$ cat config.mk
export PLATFORM = sky130hd
export DESIGN_NAME = frrc_fault_retry_response_ctrl
export DESIGN_NICKNAME = d
export VERILOG_FILES = /design/src/frrc_fault_retry_response_ctrl.v
export VERILOG_INCLUDE_DIRS = /design/src
export SDC_FILE = /design/constraint.sdc
export NUM_CORES = 1
export LEC_CHECK = 0
export BUFFER_PORTS_ARGS = -buffer_cell sky130_fd_sc_hd__buf_2
export CORE_ASPECT_RATIO = 2
export CORE_MARGIN = 5
export CORE_UTILIZATION = 29
export CTS_CLUSTER_SIZE = 25
export DETAILED_ROUTE_END_ITERATION = 16
export PLACE_DENSITY = 0.51
export RECOVER_POWER = 100
export SLEW_MARGIN = 10
export SYNTH_ARGS = -nofsm -noshare
export SYNTH_HDL_FRONTEND = slang
export SYNTH_SLANG_ARGS = --single-unit
$ cat constraint.sdc
create_clock -name sys_clk -period 3.3 [get_ports sys_clk]
set_input_delay 0.66 -clock sys_clk [delete_from_list [all_inputs] [get_ports sys_clk]]
set_output_delay 0.66 -clock sys_clk [all_outputs]
set_load 0.05 [all_outputs]
$ cat src/frrc_map.vh
/*
  register layout, reset value and timing constants of the fault action controller.
  assumes inclusion by the single design file; holds definitions only.
*/
`ifndef FRRC_MAP_VH
`define FRRC_MAP_VH

// action byte fields
`define FRRC_ACT_RESP_MSB    7
`define FRRC_ACT_RESP_LSB    6
`define FRRC_ACT_RETRY_MSB   5
`define FRRC_ACT_RETRY_LSB   3
`define FRRC_ACT_DELAY_MSB   2
`define FRRC_ACT_DELAY_LSB   0
`define FRRC_ACT_RESET       8'hc0

// response codes
`define FRRC_RESP_IGNORE     2'h0
`define FRRC_RESP_CONTINUE   2'h1
`define FRRC_RESP_RETRY      2'h2
`define FRRC_RESP_LATCH      2'h3

// retry codes
`define FRRC_RETRY_NONE      3'h0
`define FRRC_RETRY_FOREVER   3'h7

// restart pulse length in clock cycles
`define FRRC_RESTART_CYCLES  16'h0004

`endif

$ cat src/frrc_fault_retry_response_ctrl.v
/*
  fault action controller for the input over-voltage fault: ignore, continue for a delay,
  disable and retry, or disable until cleared; counts restarts and spaces them by 2^n time units.
  assumes the action byte is written by the host command decoder through the documented command,
  and that the time-unit tick and the other fault, clear and command levels are on sys_clk.
  the fault input alone comes from an analogue comparator and is synchronised here.
  the byte resets to latch-off with no retry and a single time unit.
*/
`include "frrc_map.vh"

module frrc_fault_retry_response_ctrl #(
  parameter RESTART_CYCLES = `FRRC_RESTART_CYCLES
) (
  input  wire       sys_clk,
  input  wire       srst,
  input  wire       actWrite,
  input  wire [7:0] actWdata,
  output reg  [7:0] actRdata,
  input  wire       faultIn,
  input  wire       unitTick,
  input  wire       statusBitClear,
  input  wire       clearFaultsCmd,
  input  wire       resetIn,
  input  wire       outputOnCmd,
  input  wire       biasLost,
  input  wire       otherFaultStop,
  output reg        outputEnable,
  output reg        faultLatched,
  output reg        restarting,
  output reg  [2:0] attemptsLeft
);

  // run, continue for the delay, wait between attempts, restart pulse, latched off
  localparam ST_RUN     = 3'h0;
  localparam ST_CONT    = 3'h1;
  localparam ST_WAIT    = 3'h2;
  localparam ST_RESTART = 3'h3;
  localparam ST_LATCH   = 3'h4;

  reg  [7:0]  actReg;
  reg  [2:0]  stateReg;
  reg  [2:0]  stateNext;
  reg  [7:0]  delayCntReg;
  reg  [7:0]  delayCntNext;
  reg  [2:0]  triesReg;
  reg  [2:0]  triesNext;
  reg  [15:0] pulseCntReg;
  reg  [15:0] pulseCntNext;
  reg  [2:0]  faultSyncReg;
  reg         faultReg;
  reg         onCmdDlyReg;

  wire [1:0] respCode  = actReg[`FRRC_ACT_RESP_MSB:`FRRC_ACT_RESP_LSB];
  wire [2:0] retryCode = actReg[`FRRC_ACT_RETRY_MSB:`FRRC_ACT_RETRY_LSB];
  wire [2:0] delayCode = actReg[`FRRC_ACT_DELAY_MSB:`FRRC_ACT_DELAY_LSB];
  // 2^n units; count runs 0..2^n-1 on unit ticks
  wire [7:0] delayLast = (8'h01 << delayCode) - 8'h01;
  // code seven never counts down, so the attempt counter is left alone
  wire       retryEndless = (retryCode == `FRRC_RETRY_FOREVER);
  // off-then-on: rising edge of the combined on command
  wire       onRise    = outputOnCmd & ~onCmdDlyReg;
  wire       clearEvt  = statusBitClear | clearFaultsCmd | resetIn | onRise;
  // only endless retry listens to the stop causes
  wire       stopRetry = ~outputOnCmd | biasLost | otherFaultStop;
  wire       delayAtLast = (delayCntReg == delayLast);
  wire       delayDone = unitTick & delayAtLast;
  // last cycle of the restart pulse
  wire       pulseLast = (pulseCntReg == RESTART_CYCLES[15:0] - 16'h0001);

  always @(posedge sys_clk) begin
    if (srst) begin
      actReg       <= `FRRC_ACT_RESET;
      faultSyncReg <= 3'h0;
      faultReg     <= 1'b0;
      // on level at reset, so a command already on gives no false edge
      onCmdDlyReg  <= 1'b1;
    end else begin
      if (actWrite) begin
        actReg <= actWdata;
      end
      // three stages: the comparator output is not on sys_clk
      faultSyncReg <= {faultSyncReg[1:0], faultIn};
      // change accepted only when second and third stages agree
      if (faultSyncReg[2] == faultSyncReg[1]) begin
        faultReg <= faultSyncReg[2];
      end
      onCmdDlyReg <= outputOnCmd;
    end
  end

  always @* begin
    stateNext    = stateReg;
    delayCntNext = delayCntReg;
    triesNext    = triesReg;
    pulseCntNext = pulseCntReg;
    case (stateReg)
      ST_RUN: begin
        // the response is taken from the byte as it stands when the fault arrives
        delayCntNext = 8'h00;
        if (faultReg) begin
          case (respCode)
            `FRRC_RESP_IGNORE:   stateNext = ST_RUN;
            `FRRC_RESP_CONTINUE: stateNext = ST_CONT;
            `FRRC_RESP_RETRY: begin
              stateNext = (retryCode == `FRRC_RETRY_NONE) ? ST_LATCH : ST_WAIT;
              triesNext = retryCode;
            end
            default:             stateNext = ST_LATCH;
          endcase
        end
      end
      ST_CONT: begin
        // fault gone before the delay ends: carry on as if nothing happened
        if (!faultReg) begin
          stateNext = ST_RUN;
        end else if (unitTick) begin
          delayCntNext = delayCntReg + 8'h01;
          if (delayDone) begin
            delayCntNext = 8'h00;
            stateNext    = (retryCode == `FRRC_RETRY_NONE) ? ST_LATCH : ST_WAIT;
            triesNext    = retryCode;
          end
        end
      end
      ST_WAIT: begin
        // a clear event wins over a stop cause or a due attempt
        if (clearEvt) begin
          stateNext = ST_RUN;
          triesNext = 3'h0;
        end else if (retryEndless && stopRetry) begin
          stateNext = ST_LATCH;
        end else if (unitTick) begin
          delayCntNext = delayCntReg + 8'h01;
          if (delayDone) begin
            delayCntNext = 8'h00;
            pulseCntNext = 16'h0000;
            stateNext    = ST_RESTART;
            if (!retryEndless) begin
              triesNext = triesReg - 3'h1;
            end
          end
        end
      end
      ST_RESTART: begin
        // interval keeps running from the attempt start; it holds at the last count
        // so that a pulse longer than the interval cannot wrap the counter
        if (unitTick && !delayAtLast) begin
          delayCntNext = delayCntReg + 8'h01;
        end
        pulseCntNext = pulseCntReg + 16'h0001;
        if (pulseLast) begin
          // a fault still present at the end of the pulse is a failed attempt
          if (!faultReg) begin
            stateNext = ST_RUN;
            triesNext = 3'h0;
          end else if (retryEndless) begin
            stateNext = stopRetry ? ST_LATCH : ST_WAIT;
          end else if (triesReg == 3'h0) begin
            stateNext = ST_LATCH;
          end else begin
            stateNext = ST_WAIT;
          end
        end
      end
      ST_LATCH: begin
        // the fault is not looked at here; only a clear event reopens the output
        delayCntNext = 8'h00;
        if (clearEvt) begin
          stateNext = ST_RUN;
          triesNext = 3'h0;
        end
      end
      default: stateNext = ST_RUN;
    endcase
  end

  // every output except actRdata is a flip-flop fed from the next state; actRdata is fed from the byte and the write
  always @(posedge sys_clk) begin
    if (srst) begin
      stateReg     <= ST_RUN;
      delayCntReg  <= 8'h00;
      triesReg     <= 3'h0;
      pulseCntReg  <= 16'h0000;
      outputEnable <= 1'b0;
      faultLatched <= 1'b0;
      restarting   <= 1'b0;
      attemptsLeft <= 3'h0;
      actRdata     <= `FRRC_ACT_RESET;
    end else begin
      stateReg     <= stateNext;
      delayCntReg  <= delayCntNext;
      triesReg     <= triesNext;
      pulseCntReg  <= pulseCntNext;
      // output follows next state so the shutdown is seen the cycle after the fault is accepted
      outputEnable <= (stateNext == ST_RUN) | (stateNext == ST_CONT) | (stateNext == ST_RESTART);
      faultLatched <= (stateNext == ST_LATCH);
      restarting   <= (stateNext == ST_RESTART);
      // endless retry shows seven and is never stepped
      attemptsLeft <= triesNext;
      // readback carries a write in the same cycle as the byte itself
      actRdata     <= actWrite ? actWdata : actReg;
    end
  end

endmodule

==> run_results.csv <==
group,metric,value,unit
route,wl_per_cell,16.91,um
hold_path,min_to,"faultSyncReg[1]$_SDFF_PP0_",
logic_synthesis,syn_nets,385,
clock_tree,postCtsHoldBufs,0,
clock_tree,htreeDepth,2,
hold_path,worstHoldPathType,"flip-flop to flip-flop",
clock_tree,root_buffer,"clkbuf_16",
timing,worstMarginPinSlew,0.9211,ns
timing,slew_headroom,38.53,%
floorplan,row_count,52,
timing,rsz0062_at_grt,"no",
critical_path,critPathLaunch,"actRdata[0]$_SDFFE_PP0P_",
critical_path,r2r-end,"pulseCntReg[13]$_SDFFE_PP0P_",
clock_tree,path_clk_slew,0.07,ns
logic_synthesis,synth_flop_cell,"dfxtp_1",
run,maxCapViolCount,0,
clock_tree,post_cts_buffers,0,
clock_tree,cts_buffer_depth,2,
logic_synthesis,ys_seq_elements,46,
timing,final.setup_skew,0.009046,ns
logic_synthesis,ys_warn_count,0,
timing,hold_viol,0,
power_and_ir_drop,finalPower,1.233,mW
critical_path,critical_path_class,"flip-flop to flip-flop",
timing,drv_slew,0,
logic_synthesis,synth_cell_types,60,
floorplan,dieArea,0.01249,mm^2
clock_tree,post_cts_resized,0,
floorplan,fp.dieW,81.58,um
logic_synthesis,ys_async_sr_fraction,0,%
floorplan,core-area,0.01008,mm^2
route,drc,0,
grt,grt_first_pass_wirelength,14120,um
critical_path,required,3.52,ns
route,ant_nets,0,
route,first_pass_iters,4,
logic_synthesis,ys_seq_area_share,30.99,%
grt,grt_max_degree,36,
floorplan,initial_core_util,29.47,%
final_layout,post-route-util,33.13,%
placed_design,gp_congestion,0.9459,
hold_path,min_path_cells,1,
placed_design,io_buffers,32,
grt,antenna_found_initial,0,
final_layout,drive_above_1_share,10.68,%
clock_tree,cts_tree,"built",
power_and_ir_drop,power-per-cell-area,369.0,mW/mm^2
critical_path,rr_startpoint,"actRdata[0]$_SDFFE_PP0P_",
power_and_ir_drop,p_leak,1.115,nW
timing,fin_setup_tns,0,ns
logic_synthesis,netlist_area,0.002972,mm^2
route,drt-vias-per-instance,5.507,
clock_tree,worstSkewPairLatency,0.29,ns
critical_path,arrival,3.21,ns
power_and_ir_drop,ir_drop,243.6,uV
grt,grt_usage,14.50,%
route,drt_iter0_markers,172,
placed_design,hpwl,6664,um
clock_tree,cts_sinks,46,
logic_synthesis,syn_inst,361,
clock_tree,cts_buffers,5,
logic_synthesis,synth_edf_count,0,
status,outcome,"completed",
logic_synthesis,postSynthAreaPerCell,8.232,um^2
timing,clock.fmax,0.3349,GHz
critical_path,critPathLaunchType,"flip-flop",
critical_path,r2r_cells,9,
final_layout,nets,407,
hold_path,worstHoldStart,"faultSyncReg[0]$_SDFF_PP0_",
route,vias,2858,
timing,fin_crit_sh,90.50,%
critical_path,critPathCaptureType,"flip-flop",
final_layout,diodes,0,
timing,fin_crit,2.986,ns
critical_path,path_max_fanout,13,
final_layout,area_growth,12.42,%
floorplan,ios,33,
timing,setup_viol,0,
floorplan,die_h,153.2,um
critical_path,r2r_slack,0.31,ns
grt,grt_overflow,0,
route,routed_wl,8777,um
grt,grt_pass1_vias,2737,
==> registers in the layout (all words and copies together) (netlist names) <==
register and count:
actRdata 8, delayCntReg 8, faultLatched 1, faultReg 1, faultSyncReg 3, onCmdDlyReg 1
outputEnable 1, pulseCntReg 16, restarting 1, stateReg 3, triesReg 3
==> cells in the mapped netlist, types with 2 or more instances <==
master     count  area share, %
a211o_1        2           0.59
buf_2          3           0.51
nand3_1       17            2.9
nand2b_1       7            1.5
nor2_1        21            2.7
o31ai_1       10            2.5
a211oi_1       3           0.76
o21ai_0        7            1.2
or3b_1         3           0.88
inv_1         22            2.8
buf_6          2           0.76
nor4_1         3           0.63
nand3b_1       2           0.51
buf_1          4           0.51
nand2_1       23            2.9
clkbuf_1      16            2.0
o22ai_1        2           0.42
or4_1          9            2.3
nor2b_1        9            1.9
a31o_1         2           0.59
xor2_1         2           0.59
nor3_1         9            1.5
and4_1         2           0.59
a2111oi_2      3            1.5
a21oi_1       25            4.2
and3_1         5            1.1
o211ai_1      31            7.8
a211oi_2       3            1.3
ha_1           5            2.1
mux2i_1       25            8.4
nand4_1        8            1.7
a22oi_1        2           0.51
or3_1          2           0.42
dfxtp_1       46             31
==> metrics by stage <==
| stage | hold slack, ns | setup WS [ns] | cells | area [um^2] |
|---|---|---|---|---|
| after floorplan | 0.4138 | 0.3727 | 361 | 2972 |
| after global placement | 0.4290 | 0.3816 | 511 | 3251 |
| after detailed placement | 0.4308 | 0.3056 | 511 | 3251 |
| after CTS | 0.4493 | 0.4487 | 519 | 3398 |
| after global routing | 0.4687 | 0.1199 | 519 | 3341 |
| final | 0.4468 | 0.3137 | 519 | 3341 |
==> report_power, final <==
group          total, mW  internal [mW]  switching, mW
Sequential         0.574          0.564        0.00996
Clock              0.522          0.301          0.221
Combinational      0.136         0.0488         0.0876
Total               1.23          0.914          0.319
==> layer usage <==
metal | part of all wire [%] | GRT usage (%) | vias up
li1 | - | - | 1396
met3 | 2.9 | 2.415 | 23
met4 | 4.2 | 6.815 | 0
met1 | 35 | 13.99 | 1384
met2 | 58 | 28.09 | 55
met5 | 0 | 0 | -
==> how the worst max path moves through the flow <==
stage                                              end  cells past startpoint  slack (ns)
after floorplan            pulseCntReg[9]$_SDFFE_PP0P_                     11        0.37
after CTS                  pulseCntReg[3]$_SDFFE_PP0P_                     10        0.45
after global placement     pulseCntReg[9]$_SDFFE_PP0P_                      8        0.38
after detailed placement   pulseCntReg[3]$_SDFFE_PP0P_                      8        0.31
final                     pulseCntReg[13]$_SDFFE_PP0P_                      9        0.31
after global routing       pulseCntReg[3]$_SDFFE_PP0P_                     10        0.12
==> final cells by class <==
cell class / instances / area [um^2]
fill: 1105 / 6744
multi-input combinational: 266 / 1815
sequential: 46 / 920.9
timing repair buffer: 41 / 201.4
tap: 135 / 168.9
clock buffer: 7 / 142.6
inverter: 23 / 86.33
clock inverter: 1 / 5.005
==> worst max-delay path, stage by stage (launching register included) <==
cell and delay (ns):
dfxtp_1 0.49, inv_1 0.10, nand2_1 0.07, ha_1 0.26, xor2_1 0.26, mux2i_1 0.26
o2111a_1 0.37, nand4_4 0.24, a2111oi_1 0.63, mux2i_1 0.24
==> cells in the final DEF, fill, tap and decap left out, types with 2 or more instances in the layout <==
| cell type | netlist | layout |
|---|---|---|
| a2111oi_2 | 3 | 2 |
| a211o_1 | 2 | 2 |
| a211oi_1 | 3 | 5 |
| a21oi_1 | 25 | 25 |
| a22oi_1 | 2 | 2 |
| a31o_1 | 2 | 2 |
| a31oi_1 | 1 | 2 |
| and3_1 | 5 | 5 |
| and4_1 | 2 | 2 |
| buf_2 | 3 | 17 |
| buf_4 | 0 | 7 |
| clkbuf_1 | 16 | 18 |
| clkbuf_16 | 0 | 5 |
| dfxtp_1 | 46 | 46 |
| ha_1 | 5 | 5 |
| inv_1 | 22 | 22 |
| mux2i_1 | 25 | 25 |
| nand2_1 | 23 | 23 |
| nand2b_1 | 7 | 7 |
| nand3_1 | 17 | 17 |
| nand3b_1 | 2 | 2 |
| nand4_1 | 8 | 8 |
| nor2_1 | 21 | 21 |
| nor2b_1 | 9 | 9 |
| nor3_1 | 9 | 9 |
| nor4_1 | 3 | 3 |
| o211ai_1 | 31 | 31 |
| o21ai_0 | 7 | 7 |
| o22ai_1 | 2 | 2 |
| o31ai_1 | 10 | 10 |
| or3_1 | 2 | 2 |
| or3b_1 | 3 | 3 |
| or4_1 | 9 | 9 |
| xor2_1 | 2 | 2 |
==> cells by family (layout without fill, tap and decap cells) <==
family	count (synthesis)	in the layout	synth area share, %
muxes	26	26	8.800
AOI/OAI and AO/OA	103	103	25.98
DFF	46	46	30.99
adders and majority gates	5	5	2.105
and+or+nand+nor	129	129	24.38
buffers and inverters	49	72	6.863
xor gates and xnor gates	3	3	0.8844
(Power assumes the default switching activity.)
